[src/inc/bps_pkg.sv]
// Constants, states and carrier structs of the boot and power-state sequencer
// Assumes a single 200 MHz clock; sibling blocks report done levels and command pulses
package bps_pkg;
  // ----------------------------------------
  // Timing
  // ----------------------------------------
  localparam int unsigned CLK_MHZ = 200;
  localparam int unsigned POR_DELAY_MS = 50;
  localparam int unsigned STARTUP_MAX_MS = 60;
  localparam int unsigned POR_DELAY_CYC = POR_DELAY_MS * 1000 * CLK_MHZ;
  localparam int unsigned STARTUP_MAX_CYC = STARTUP_MAX_MS * 1000 * CLK_MHZ;
  localparam int unsigned LOW_POWER_OSC_MHZ = 16;
  localparam int unsigned CNT_W = 24;
  // ----------------------------------------
  // Fields
  // ----------------------------------------
  localparam int unsigned ADDR_W = 32;
  localparam int unsigned MATRIX_PINS = 4;
  localparam logic [3:0] MATRIX_DEFAULT = 4'hF;
  localparam logic [7:0] LOADER_VERSION = 8'h01; // Arbitrary value
  localparam logic [7:0] HW_VERSION = 8'h01;     // Arbitrary value
  localparam logic [ADDR_W-1:0] ADDR_RESET = 32'h00000000;
  localparam logic [7:0] CLK_KEEP_RESET = 8'h00;

  typedef enum logic [2:0] {
    BPS_RESET, BPS_INIT, BPS_CMD, BPS_ACTIVE, BPS_SLEEP
  } bps_state_t;

  // Host commands decoded by the serial slave, one-cycle pulses
  typedef struct packed {
    logic mem_wr;
    logic mem_rd;
    logic dsp_mem_wr;
    logic dsp_mem_rd;
    logic dsp_enable;
    logic dsp_disable;
    logic start_app;
    logic get_version;
    logic reset;
    logic reconfig;
    logic status_read;
  } bps_host_cmd_t;

  // Init step completion levels
  typedef struct packed {
    logic supply_ok;
    logic power_mgmt_done;
    logic otp_done;
  } bps_init_done_t;

  // Power and clock enables
  typedef struct packed {
    logic por_active;
    logic supply_meas;
    logic power_mgmt_cfg;
    logic otp_load;
    logic osc_low_power_sel;
    logic cpu_run;
    logic boot_rom;
    logic spi_slave_en;
    logic logic_pwr;
    logic retain_pwr;
  } bps_power_t;

  // Reset state: only the power-on reset cell stays on
  localparam bps_power_t POWER_RESET = '{por_active: 1'b1, default: 1'b0};
endpackage : bps_pkg

[src/core/bps_sequencer.sv]
// Boot and power-state sequencer: Reset, Init, command handler, Active, Sleep
// Assumes synchronous inputs; serial slave decodes host commands into pulses
module bps_sequencer #(
  parameter int unsigned POR_CYC = bps_pkg::POR_DELAY_CYC
) (
  input wire logic clk_i,
  input wire logic rst_i,
  input wire logic supply_low_i,
  input wire logic brownout_detector_i,
  input wire logic brownout_reset_en_i,
  input wire logic fw_reset_i,
  input wire bps_pkg::bps_init_done_t init_done_i,
  input wire logic service_request_pin_i,
  input wire bps_pkg::bps_host_cmd_t host_cmd_i,
  input wire logic [bps_pkg::ADDR_W-1:0] start_addr_i,
  input wire logic [7:0] block_busy_i,
  input wire logic sleep_cmd_i,
  input wire logic [7:0] clk_keep_i,
  input wire logic wake_irq_i,
  input wire logic host_service_request_line_i,
  input wire logic host_int_i,
  output bps_pkg::bps_state_t state_o,
  output bps_pkg::bps_power_t power_o,
  output logic [bps_pkg::MATRIX_PINS-1:0] pin_switch_matrix_o,
  output logic matrix_apply_o,
  output logic mem_wr_o,
  output logic mem_rd_o,
  output logic dsp_mem_wr_o,
  output logic dsp_mem_rd_o,
  output logic dsp_en_o,
  output logic exec_start_o,
  output logic [bps_pkg::ADDR_W-1:0] exec_addr_o,
  output logic version_valid_o,
  output logic [15:0] version_o,
  output logic [7:0] block_clk_en_o,
  output logic [7:0] block_pwr_en_o,
  output logic host_wake_o
);
  // ----------------------------------------
  // Next state
  // ----------------------------------------
  bps_pkg::bps_state_t state_q, state_d;
  logic [bps_pkg::CNT_W-1:0] por_cnt_q, por_cnt_d;
  localparam logic [bps_pkg::CNT_W-1:0] POR_LAST = bps_pkg::CNT_W'(POR_CYC - 1);

  wire force_reset = supply_low_i | (brownout_detector_i & brownout_reset_en_i) | fw_reset_i;
  wire por_done = (por_cnt_q == POR_LAST);
  wire init_done = init_done_i.supply_ok & init_done_i.power_mgmt_done & init_done_i.otp_done;
  wire in_cmd = (state_q == bps_pkg::BPS_CMD);
  wire in_active = (state_q == bps_pkg::BPS_ACTIVE);
  wire wake = wake_irq_i | host_cmd_i.status_read;

  always_comb begin
    state_d = state_q;
    por_cnt_d = por_cnt_q;
    case (state_q)
      bps_pkg::BPS_RESET: begin
        if (!por_done) begin
          por_cnt_d = por_cnt_q + 1'b1;
        end else begin
          state_d = bps_pkg::BPS_INIT;
        end
      end
      bps_pkg::BPS_INIT: begin
        if (init_done && service_request_pin_i) begin
          state_d = bps_pkg::BPS_CMD;
        end
      end
      bps_pkg::BPS_CMD: begin
        if (host_cmd_i.reset) begin
          state_d = bps_pkg::BPS_RESET;
        end else if (host_cmd_i.start_app) begin
          state_d = bps_pkg::BPS_ACTIVE;
        end
      end
      bps_pkg::BPS_ACTIVE: begin
        if (sleep_cmd_i) begin
          state_d = bps_pkg::BPS_SLEEP;
        end
      end
      bps_pkg::BPS_SLEEP: begin
        if (wake) begin
          state_d = bps_pkg::BPS_ACTIVE;
        end
      end
      default: begin
        state_d = bps_pkg::BPS_RESET;
      end
    endcase
    if (force_reset) begin
      state_d = bps_pkg::BPS_RESET;
    end
    if (state_d == bps_pkg::BPS_RESET && state_q != bps_pkg::BPS_RESET) begin
      por_cnt_d = '0;
    end
  end

  always_ff @(posedge clk_i) begin
    if (rst_i) begin
      state_q <= bps_pkg::BPS_RESET;
      por_cnt_q <= '0;
    end else begin
      state_q <= state_d;
      por_cnt_q <= por_cnt_d;
    end
  end

  // ----------------------------------------
  // Power, clocks and pins
  // ----------------------------------------
  wire in_init = (state_q == bps_pkg::BPS_INIT);
  wire in_sleep = (state_q == bps_pkg::BPS_SLEEP);
  bps_pkg::bps_power_t power_d;
  always_comb begin
    power_d = '0;
    power_d.por_active = 1'b1;
    power_d.supply_meas = (state_d == bps_pkg::BPS_INIT);
    power_d.power_mgmt_cfg = (state_d == bps_pkg::BPS_INIT);
    power_d.otp_load = (state_d == bps_pkg::BPS_INIT);
    power_d.osc_low_power_sel = (state_d == bps_pkg::BPS_INIT);
    power_d.cpu_run = (state_d == bps_pkg::BPS_CMD) || (state_d == bps_pkg::BPS_ACTIVE);
    power_d.boot_rom = (state_d == bps_pkg::BPS_CMD);
    power_d.spi_slave_en = (state_d == bps_pkg::BPS_CMD) || (state_d == bps_pkg::BPS_ACTIVE);
    power_d.logic_pwr = (state_d == bps_pkg::BPS_CMD) || (state_d == bps_pkg::BPS_ACTIVE);
    power_d.retain_pwr = (state_d != bps_pkg::BPS_RESET);
  end

  wire [7:0] clk_en_d = (state_d == bps_pkg::BPS_ACTIVE) ? block_busy_i :
                        (state_d == bps_pkg::BPS_SLEEP) ? clk_keep_i :
                        '0;
  wire [7:0] pwr_en_d = (state_d == bps_pkg::BPS_ACTIVE) ? block_busy_i : 8'h00;
  wire enter_cmd = (state_d == bps_pkg::BPS_CMD) && !in_cmd;
  wire reapply = enter_cmd || (in_cmd && host_cmd_i.reconfig);

  // ----------------------------------------
  // Command handling
  // ----------------------------------------
  logic dsp_en_q;
  always_ff @(posedge clk_i) begin
    if (rst_i || state_d == bps_pkg::BPS_RESET) begin
      state_o <= bps_pkg::BPS_RESET;
      power_o <= bps_pkg::POWER_RESET;
      pin_switch_matrix_o <= '0;
      matrix_apply_o <= 1'b0;
      mem_wr_o <= 1'b0;
      mem_rd_o <= 1'b0;
      dsp_mem_wr_o <= 1'b0;
      dsp_mem_rd_o <= 1'b0;
      dsp_en_q <= 1'b0;
      exec_start_o <= 1'b0;
      exec_addr_o <= bps_pkg::ADDR_RESET;
      version_valid_o <= 1'b0;
      version_o <= '0;
      block_clk_en_o <= bps_pkg::CLK_KEEP_RESET;
      block_pwr_en_o <= 8'h00;
      host_wake_o <= 1'b0;
    end else begin
      state_o <= state_d;
      power_o <= power_d;
      if (reapply) begin
        pin_switch_matrix_o <= bps_pkg::MATRIX_DEFAULT;
      end
      matrix_apply_o <= reapply;
      mem_wr_o <= in_cmd & host_cmd_i.mem_wr;
      mem_rd_o <= in_cmd & host_cmd_i.mem_rd;
      dsp_mem_wr_o <= in_cmd & host_cmd_i.dsp_mem_wr;
      dsp_mem_rd_o <= in_cmd & host_cmd_i.dsp_mem_rd;
      if (in_cmd && host_cmd_i.dsp_enable) begin
        dsp_en_q <= 1'b1;
      end else if (in_cmd && host_cmd_i.dsp_disable) begin
        dsp_en_q <= 1'b0;
      end
      exec_start_o <= in_cmd & host_cmd_i.start_app & ~host_cmd_i.reset;
      if (in_cmd && host_cmd_i.start_app) begin
        exec_addr_o <= start_addr_i;
      end
      version_valid_o <= in_cmd & host_cmd_i.get_version;
      if (in_cmd && host_cmd_i.get_version) begin
        version_o <= {bps_pkg::LOADER_VERSION, bps_pkg::HW_VERSION};
      end
      block_clk_en_o <= clk_en_d;
      block_pwr_en_o <= pwr_en_d;
      host_wake_o <= in_active & (host_service_request_line_i | host_int_i);
    end
  end
  assign dsp_en_o = dsp_en_q;
  wire cmd_live = in_cmd && !host_cmd_i.reset && !force_reset;

  // ----------------------------------------
  // Checks
  // ----------------------------------------
  chk_force_reset: assert property (@(posedge clk_i) disable iff (rst_i)
    force_reset |=> state_q == bps_pkg::BPS_RESET) else $error("forced reset not taken");
  chk_init_entry: assert property (@(posedge clk_i) disable iff (rst_i)
    (state_q == bps_pkg::BPS_INIT && !$past(in_init)) |-> $past(state_q) == bps_pkg::BPS_RESET)
    else $error("init entered from wrong state");
  chk_request_hold: assert property (@(posedge clk_i) disable iff (rst_i)
    (in_init && !service_request_pin_i && !force_reset) |=> in_init) else $error("init left while request low");
  chk_slow_clock: assert property (@(posedge clk_i) disable iff (rst_i)
    in_init |-> power_o.osc_low_power_sel) else $error("init not on low power clock");
  chk_por_time: assert property (@(posedge clk_i) disable iff (rst_i)
    (in_init && !$past(in_init)) |-> $past(por_done)) else $error("init before reset delay");
  chk_cmd_spi: assert property (@(posedge clk_i) disable iff (rst_i)
    in_cmd |-> (power_o.spi_slave_en && power_o.boot_rom && pin_switch_matrix_o == bps_pkg::MATRIX_DEFAULT))
    else $error("command handler without slave port");
  chk_active_entry: assert property (@(posedge clk_i) disable iff (rst_i)
    (in_active && !$past(in_active)) |-> ($past(in_sleep) || ($past(in_cmd) && $past(host_cmd_i.start_app))))
    else $error("active entered wrongly");
  chk_sleep_entry: assert property (@(posedge clk_i) disable iff (rst_i)
    (in_sleep && !$past(in_sleep)) |-> $past(sleep_cmd_i) && $past(in_active)) else $error("sleep entered wrongly");
  chk_wake: assert property (@(posedge clk_i) disable iff (rst_i)
    (in_sleep && wake && !force_reset) |=> in_active) else $error("wake ignored");
  chk_host_reset: assert property (@(posedge clk_i) disable iff (rst_i)
    (in_cmd && host_cmd_i.reset) |=> state_q == bps_pkg::BPS_RESET) else $error("host reset ignored");
  chk_version: assert property (@(posedge clk_i) disable iff (rst_i)
    (in_cmd && host_cmd_i.get_version && !host_cmd_i.reset && !force_reset) |=> version_valid_o &&
    version_o == {bps_pkg::LOADER_VERSION, bps_pkg::HW_VERSION}) else $error("version not returned");

  // ----------------------------------------
  // Output checks
  // ----------------------------------------
  chk_reset_power: assert property (@(posedge clk_i) disable iff (rst_i)
    state_q == bps_pkg::BPS_RESET |-> power_o == bps_pkg::POWER_RESET)
    else $error("reset state powers more than reset cell");

  chk_reset_quiet: assert property (@(posedge clk_i) disable iff (rst_i)
    state_q == bps_pkg::BPS_RESET |-> !dsp_en_o && !exec_start_o && block_clk_en_o == '0 && block_pwr_en_o == '0)
    else $error("outputs active in reset");

  chk_por_count: assert property (@(posedge clk_i) disable iff (rst_i)
    state_q == bps_pkg::BPS_RESET |-> por_cnt_q <= POR_LAST)
    else $error("reset delay counter overrun");

  chk_init_power: assert property (@(posedge clk_i) disable iff (rst_i)
    in_init |-> power_o.supply_meas && power_o.power_mgmt_cfg && power_o.otp_load && !power_o.logic_pwr)
    else $error("init power set wrong");

  chk_cmd_entry: assert property (@(posedge clk_i) disable iff (rst_i)
    (in_cmd && !$past(in_cmd)) |-> $past(in_init) && $past(service_request_pin_i))
    else $error("command handler entered wrongly");

  chk_mem_ops: assert property (@(posedge clk_i) disable iff (rst_i)
    cmd_live |=> mem_wr_o == $past(host_cmd_i.mem_wr) && mem_rd_o == $past(host_cmd_i.mem_rd))
    else $error("memory command not carried out");

  chk_dsp_mem: assert property (@(posedge clk_i) disable iff (rst_i)
    cmd_live |=> dsp_mem_wr_o == $past(host_cmd_i.dsp_mem_wr) && dsp_mem_rd_o == $past(host_cmd_i.dsp_mem_rd))
    else $error("signal processor memory command not carried out");

  chk_mem_refuse: assert property (@(posedge clk_i) disable iff (rst_i)
    !in_cmd |=> !mem_wr_o && !mem_rd_o && !dsp_mem_wr_o && !dsp_mem_rd_o)
    else $error("memory command outside command handler");

  chk_dsp_enable: assert property (@(posedge clk_i) disable iff (rst_i)
    (cmd_live && host_cmd_i.dsp_enable) |=> dsp_en_o)
    else $error("signal processor not enabled");

  chk_dsp_disable: assert property (@(posedge clk_i) disable iff (rst_i)
    (cmd_live && host_cmd_i.dsp_disable && !host_cmd_i.dsp_enable) |=> !dsp_en_o)
    else $error("signal processor not disabled");

  chk_exec_start: assert property (@(posedge clk_i) disable iff (rst_i)
    (cmd_live && host_cmd_i.start_app) |=> exec_start_o && exec_addr_o == $past(start_addr_i))
    else $error("start address not taken");

  chk_cmd_refuse: assert property (@(posedge clk_i) disable iff (rst_i)
    !in_cmd |=> !exec_start_o && !version_valid_o)
    else $error("command answered outside command handler");

  chk_matrix_apply: assert property (@(posedge clk_i) disable iff (rst_i)
    (cmd_live && host_cmd_i.reconfig) |=> matrix_apply_o && pin_switch_matrix_o == bps_pkg::MATRIX_DEFAULT)
    else $error("pin matrix not reapplied");

  chk_active_gate: assert property (@(posedge clk_i) disable iff (rst_i)
    in_active |-> block_clk_en_o == $past(block_busy_i) && block_pwr_en_o == $past(block_busy_i))
    else $error("idle block left running");

  chk_host_wake: assert property (@(posedge clk_i) disable iff (rst_i)
    (in_active && $past(in_active)) |-> host_wake_o == ($past(host_service_request_line_i) || $past(host_int_i)))
    else $error("host line not followed");

  chk_sleep_clocks: assert property (@(posedge clk_i) disable iff (rst_i)
    in_sleep |-> block_clk_en_o == $past(clk_keep_i) && block_pwr_en_o == '0)
    else $error("sleep clocks wrong");

  chk_sleep_power: assert property (@(posedge clk_i) disable iff (rst_i)
    in_sleep |-> power_o.retain_pwr && !power_o.cpu_run && !power_o.logic_pwr)
    else $error("sleep power wrong");
endmodule : bps_sequencer

[config.mk]
export PLATFORM = sky130hd
export DESIGN_NAME = bps_sequencer
export DESIGN_NICKNAME = d
export VERILOG_FILES = /design/src/inc/bps_pkg.sv /design/src/core/bps_sequencer.sv
export SDC_FILE = /design/constraint.sdc
export NUM_CORES = 1
export LEC_CHECK = 0
export BUFFER_PORTS_ARGS = -buffer_cell sky130_fd_sc_hd__buf_2
export CORE_ASPECT_RATIO = 0.75
export CORE_MARGIN = 2
export CORE_UTILIZATION = 50
export CTS_CLUSTER_DIAMETER = 200
export DETAILED_ROUTE_END_ITERATION = 8
export MAX_ROUTING_LAYER = met4
export PLACE_DENSITY = 0.85
export SLEW_MARGIN = 20
export SYNTH_ARGS = -nofsm -noshare
export SYNTH_HDL_FRONTEND = slang
export SYNTH_SLANG_ARGS = --single-unit
[constraint.sdc]
create_clock -name clk_i -period 5.3 [get_ports clk_i]
set_input_delay 0.53 -clock clk_i [delete_from_list [all_inputs] [get_ports clk_i]]
set_output_delay 0.53 -clock clk_i [all_outputs]
set_load 0.01 [all_outputs]
==> results.toml <==
[yosys]
synth_top_area_cell = "dfxtp_1"
syn_area_um2 = 3970
synthDistinctLibCells = 57
ys_ff_latch = 93
synth_edf_count = 0
synthTopCellsByArea = "dfxtp_1 47%, nand2_1 8.3%, a21oi_2 6.6%, buf_4 4.5%, and3_1 3.0%"
synth-seq-area-share_pct = 46.9
netlist_instances = 440
synthFlopType = "dfxtp_1"
synth_top_area_share_pct = 46.9
async_flop_share_pct = 0
synth.avg_cell_area_um2 = 9.03
ys.warnings.count = 0

[grt]
grt_overflow = 0
grt_max_degree = 45
first_global_vias = 3144
grt_pass1_wl_mm = 14.7
grt_usage_pct = 21.7
antenna_found_initial = 0

[timing]
skew_ps = 8.62
setup_violations = 0
fin_ws_ps = 2850
post-route-min-period_ps = 2450
worst-slew-pin-transition_ps = 1030
maxSlewViolCount = 0
max_freq_mhz = 408
hold_viol = 0
min_period_over_period_pct = 46.2
relSlewSlack_pct = 31.2
rsz0062_at_grt = "no"
setup_tns_ps = 0

[route]
num_vias = 3585
antenna_left = 0
drt_iter0_drc = 172
vias_per_cell = 5.31
first_pass_iters = 4
finalWirelength_mm = 9.59
avgRoutedWirePerCell_um = 14.2
drcViolationCount = 0

[clock_network]
clock-sinks = 93
clockBufferDepth = 2
htreeDepth = 3
cts_tree = "yes"
worstSkewPairLatency_ps = 350
post_cts_buffers = 0
cts_resized = 0
clkSlewWorstSetupHoldPaths_ps = 90
numCtsBuffers = 9
root_buffer = "clkbuf_8"
cts-hold-fix-buffers = 0

[setup_path]
r2r_start = "por_cnt_q[12]"
rrSetupSlack_ps = 2850
crit_path_end_kind = "flop"
rr_worst_depth = 5
crit_required_ps = 5570
path_class = "flop to flop"
critPathArrivalTime_ps = 2720
crit_fanout = 44
crit_path_start_kind = "flop"
r2r_end = "host_wake_o"

[power_and_ir_drop]
p_comb_share_pct = 3.8
power.share.clock_pct = 38.9
cellLeakagePower_nw = 2.01
pwr-share-seq_pct = 57.3
powerDensity_nw_per_um2 = 256
intPower_w = 0.000946
ir_worst_vdd_uv = 197
power_switching_w = 0.000281
swShare_pct = 22.9

[placement]
post-dp-hpwl_mm = 7.07
dp_slack_ps = 2740
port_buffers = 147
gp_congestion = 0.862
dp_cells = 659

[hold_path]
hold_path_end = "block_clk_en_o[7]"
hp-class = "input pin to flop"
hp-start = "clk_keep_i[7]"
hold_depth = 2

[final_layout]
layout.cells.non_filler = 675
final_nets = 639
diodes = 0
fillCellCount = 642
area_growth_pct = 20.6
final_util_pct = 61.3
multi_input_area_um2 = 1840
seq_area_um2 = 1860
drive_gt1_share_pct = 36.5

[floorplanning]
rows = 28
die-area_um2 = 8680
num_io_pins = 163
die_x_um = 107
start_util_pct = 50.8
core_um2 = 7810
die-height_um = 81.2

[status]
status = "finished clean"

[run]
drv_cap = 0
-- cells in the mapped netlist (4+ instances only) --
cell type / instances
buf_4: 24
buf_2: 5
dfxtp_1: 93
nand4_1: 10
or3_1: 7
nand3_1: 13
a21oi_1: 17
nor3_1: 5
o21ai_0: 8
nand2_1: 88
o21a_1: 4
a32o_1: 8
xor2_1: 8
and3_1: 19
or4_1: 4
a21oi_2: 30
buf_6: 5
clkbuf_1: 13
nor2_1: 26
-- critical path: stages (launching register included) --
cell and delay, ps:
dfxtp_1 450, or4b_1 520, nor4_4 310, nand3_4 150, a41o_2 640, nor3_1 290
-- power by group through the flow --
stage	Clock [W]	Combinational [W]	Sequential [W]
2_1_floorplan	0	0.0000246	0.000718
3_3_place_gp	0	0.0000451	0.000719
3_5_place_dp	0	0.0000465	0.000719
4_1_cts	0.000485	0.0000467	0.000703
5_1_grt	0.000516	0.0000521	0.000704
6_report	0.000478	0.0000471	0.000703
-- worst max-delay path by stage --
stage / depth (start not counted) / startpoint / endpoint
3_3_place_gp: 6 / brownout_detector_i / host_wake_o
2_1_floorplan: 8 / brownout_detector_i / pin_switch_matrix_o[0]
3_5_place_dp: 6 / brownout_detector_i / host_wake_o
5_1_grt: 6 / por_cnt_q[0] / exec_start_o
6_report: 5 / por_cnt_q[12] / host_wake_o
4_1_cts: 6 / por_cnt_q[0] / host_wake_o
-- state kept, by name, indices dropped and copies added, names as in the netlist, 3 cells and up --
name,flops
power_o,4
block_clk_en_o,8
state_o,3
por_cnt_q,24
block_pwr_en_o,8
exec_addr_o,32
state_q,3
-- layer usage --
metal / GRT usage (%) / vias up / routed length [um]
met4: 5.71 / 0 / 134
met1: 28.4 / 1685 / 4220
met2: 33.9 / 147 / 4630
li1: - / 1741 / -
met5: - / - / 0
met3: 5.54 / 12 / 612
-- area by class of cell --
| cell class | count | area share (%) |
|---|---|---|
| clock buffer | 10 | 2.66 |
| clock inverter | 6 | 1.49 |
| inverter | 3 | 0.235 |
| multi-input combinational | 309 | 38.3 |
| tap | 105 | 2.74 |
| sequential | 93 | 38.9 |
| timing repair buffer | 149 | 15.7 |
-- placed cells by master (no fill, tap or decap), types with 4 or more instances in the layout --
master / n
buf_2: 147
dfxtp_1: 93
nand2_1: 88
a21oi_2: 30
nor2_1: 26
and3_1: 18
a21oi_1: 17
conb_1: 15
nand3_1: 13
nand4_1: 10
clkbuf_8: 9
o21ai_0: 8
a32o_1: 8
xor2_1: 8
or3_1: 7
nor3_1: 5
or4_1: 4
o21a_1: 4
-- cell families after synthesis --
family,after synthesis,synth area share (%)
buf+inv,51,8.19
other cells,2,0.189
mux,2,0.504
xor+xnor,9,1.98
fa+ha+maj,1,0.315
compound gates,84,16.4
simple gates,198,25.5
flops,93,46.9
-- stage by stage --
stage	area [um2]	hold slack, ps	power (W)
3_5_place_dp	4590	445	0.000766
6_report	4790	380	0.00123
3_3_place_gp	4590	441	0.000764
4_1_cts	4790	368	0.00123
2_1_floorplan	4020	458	0.000742
5_1_grt	4790	380	0.00127
Note: power is estimated with default switching activity, not from simulation.
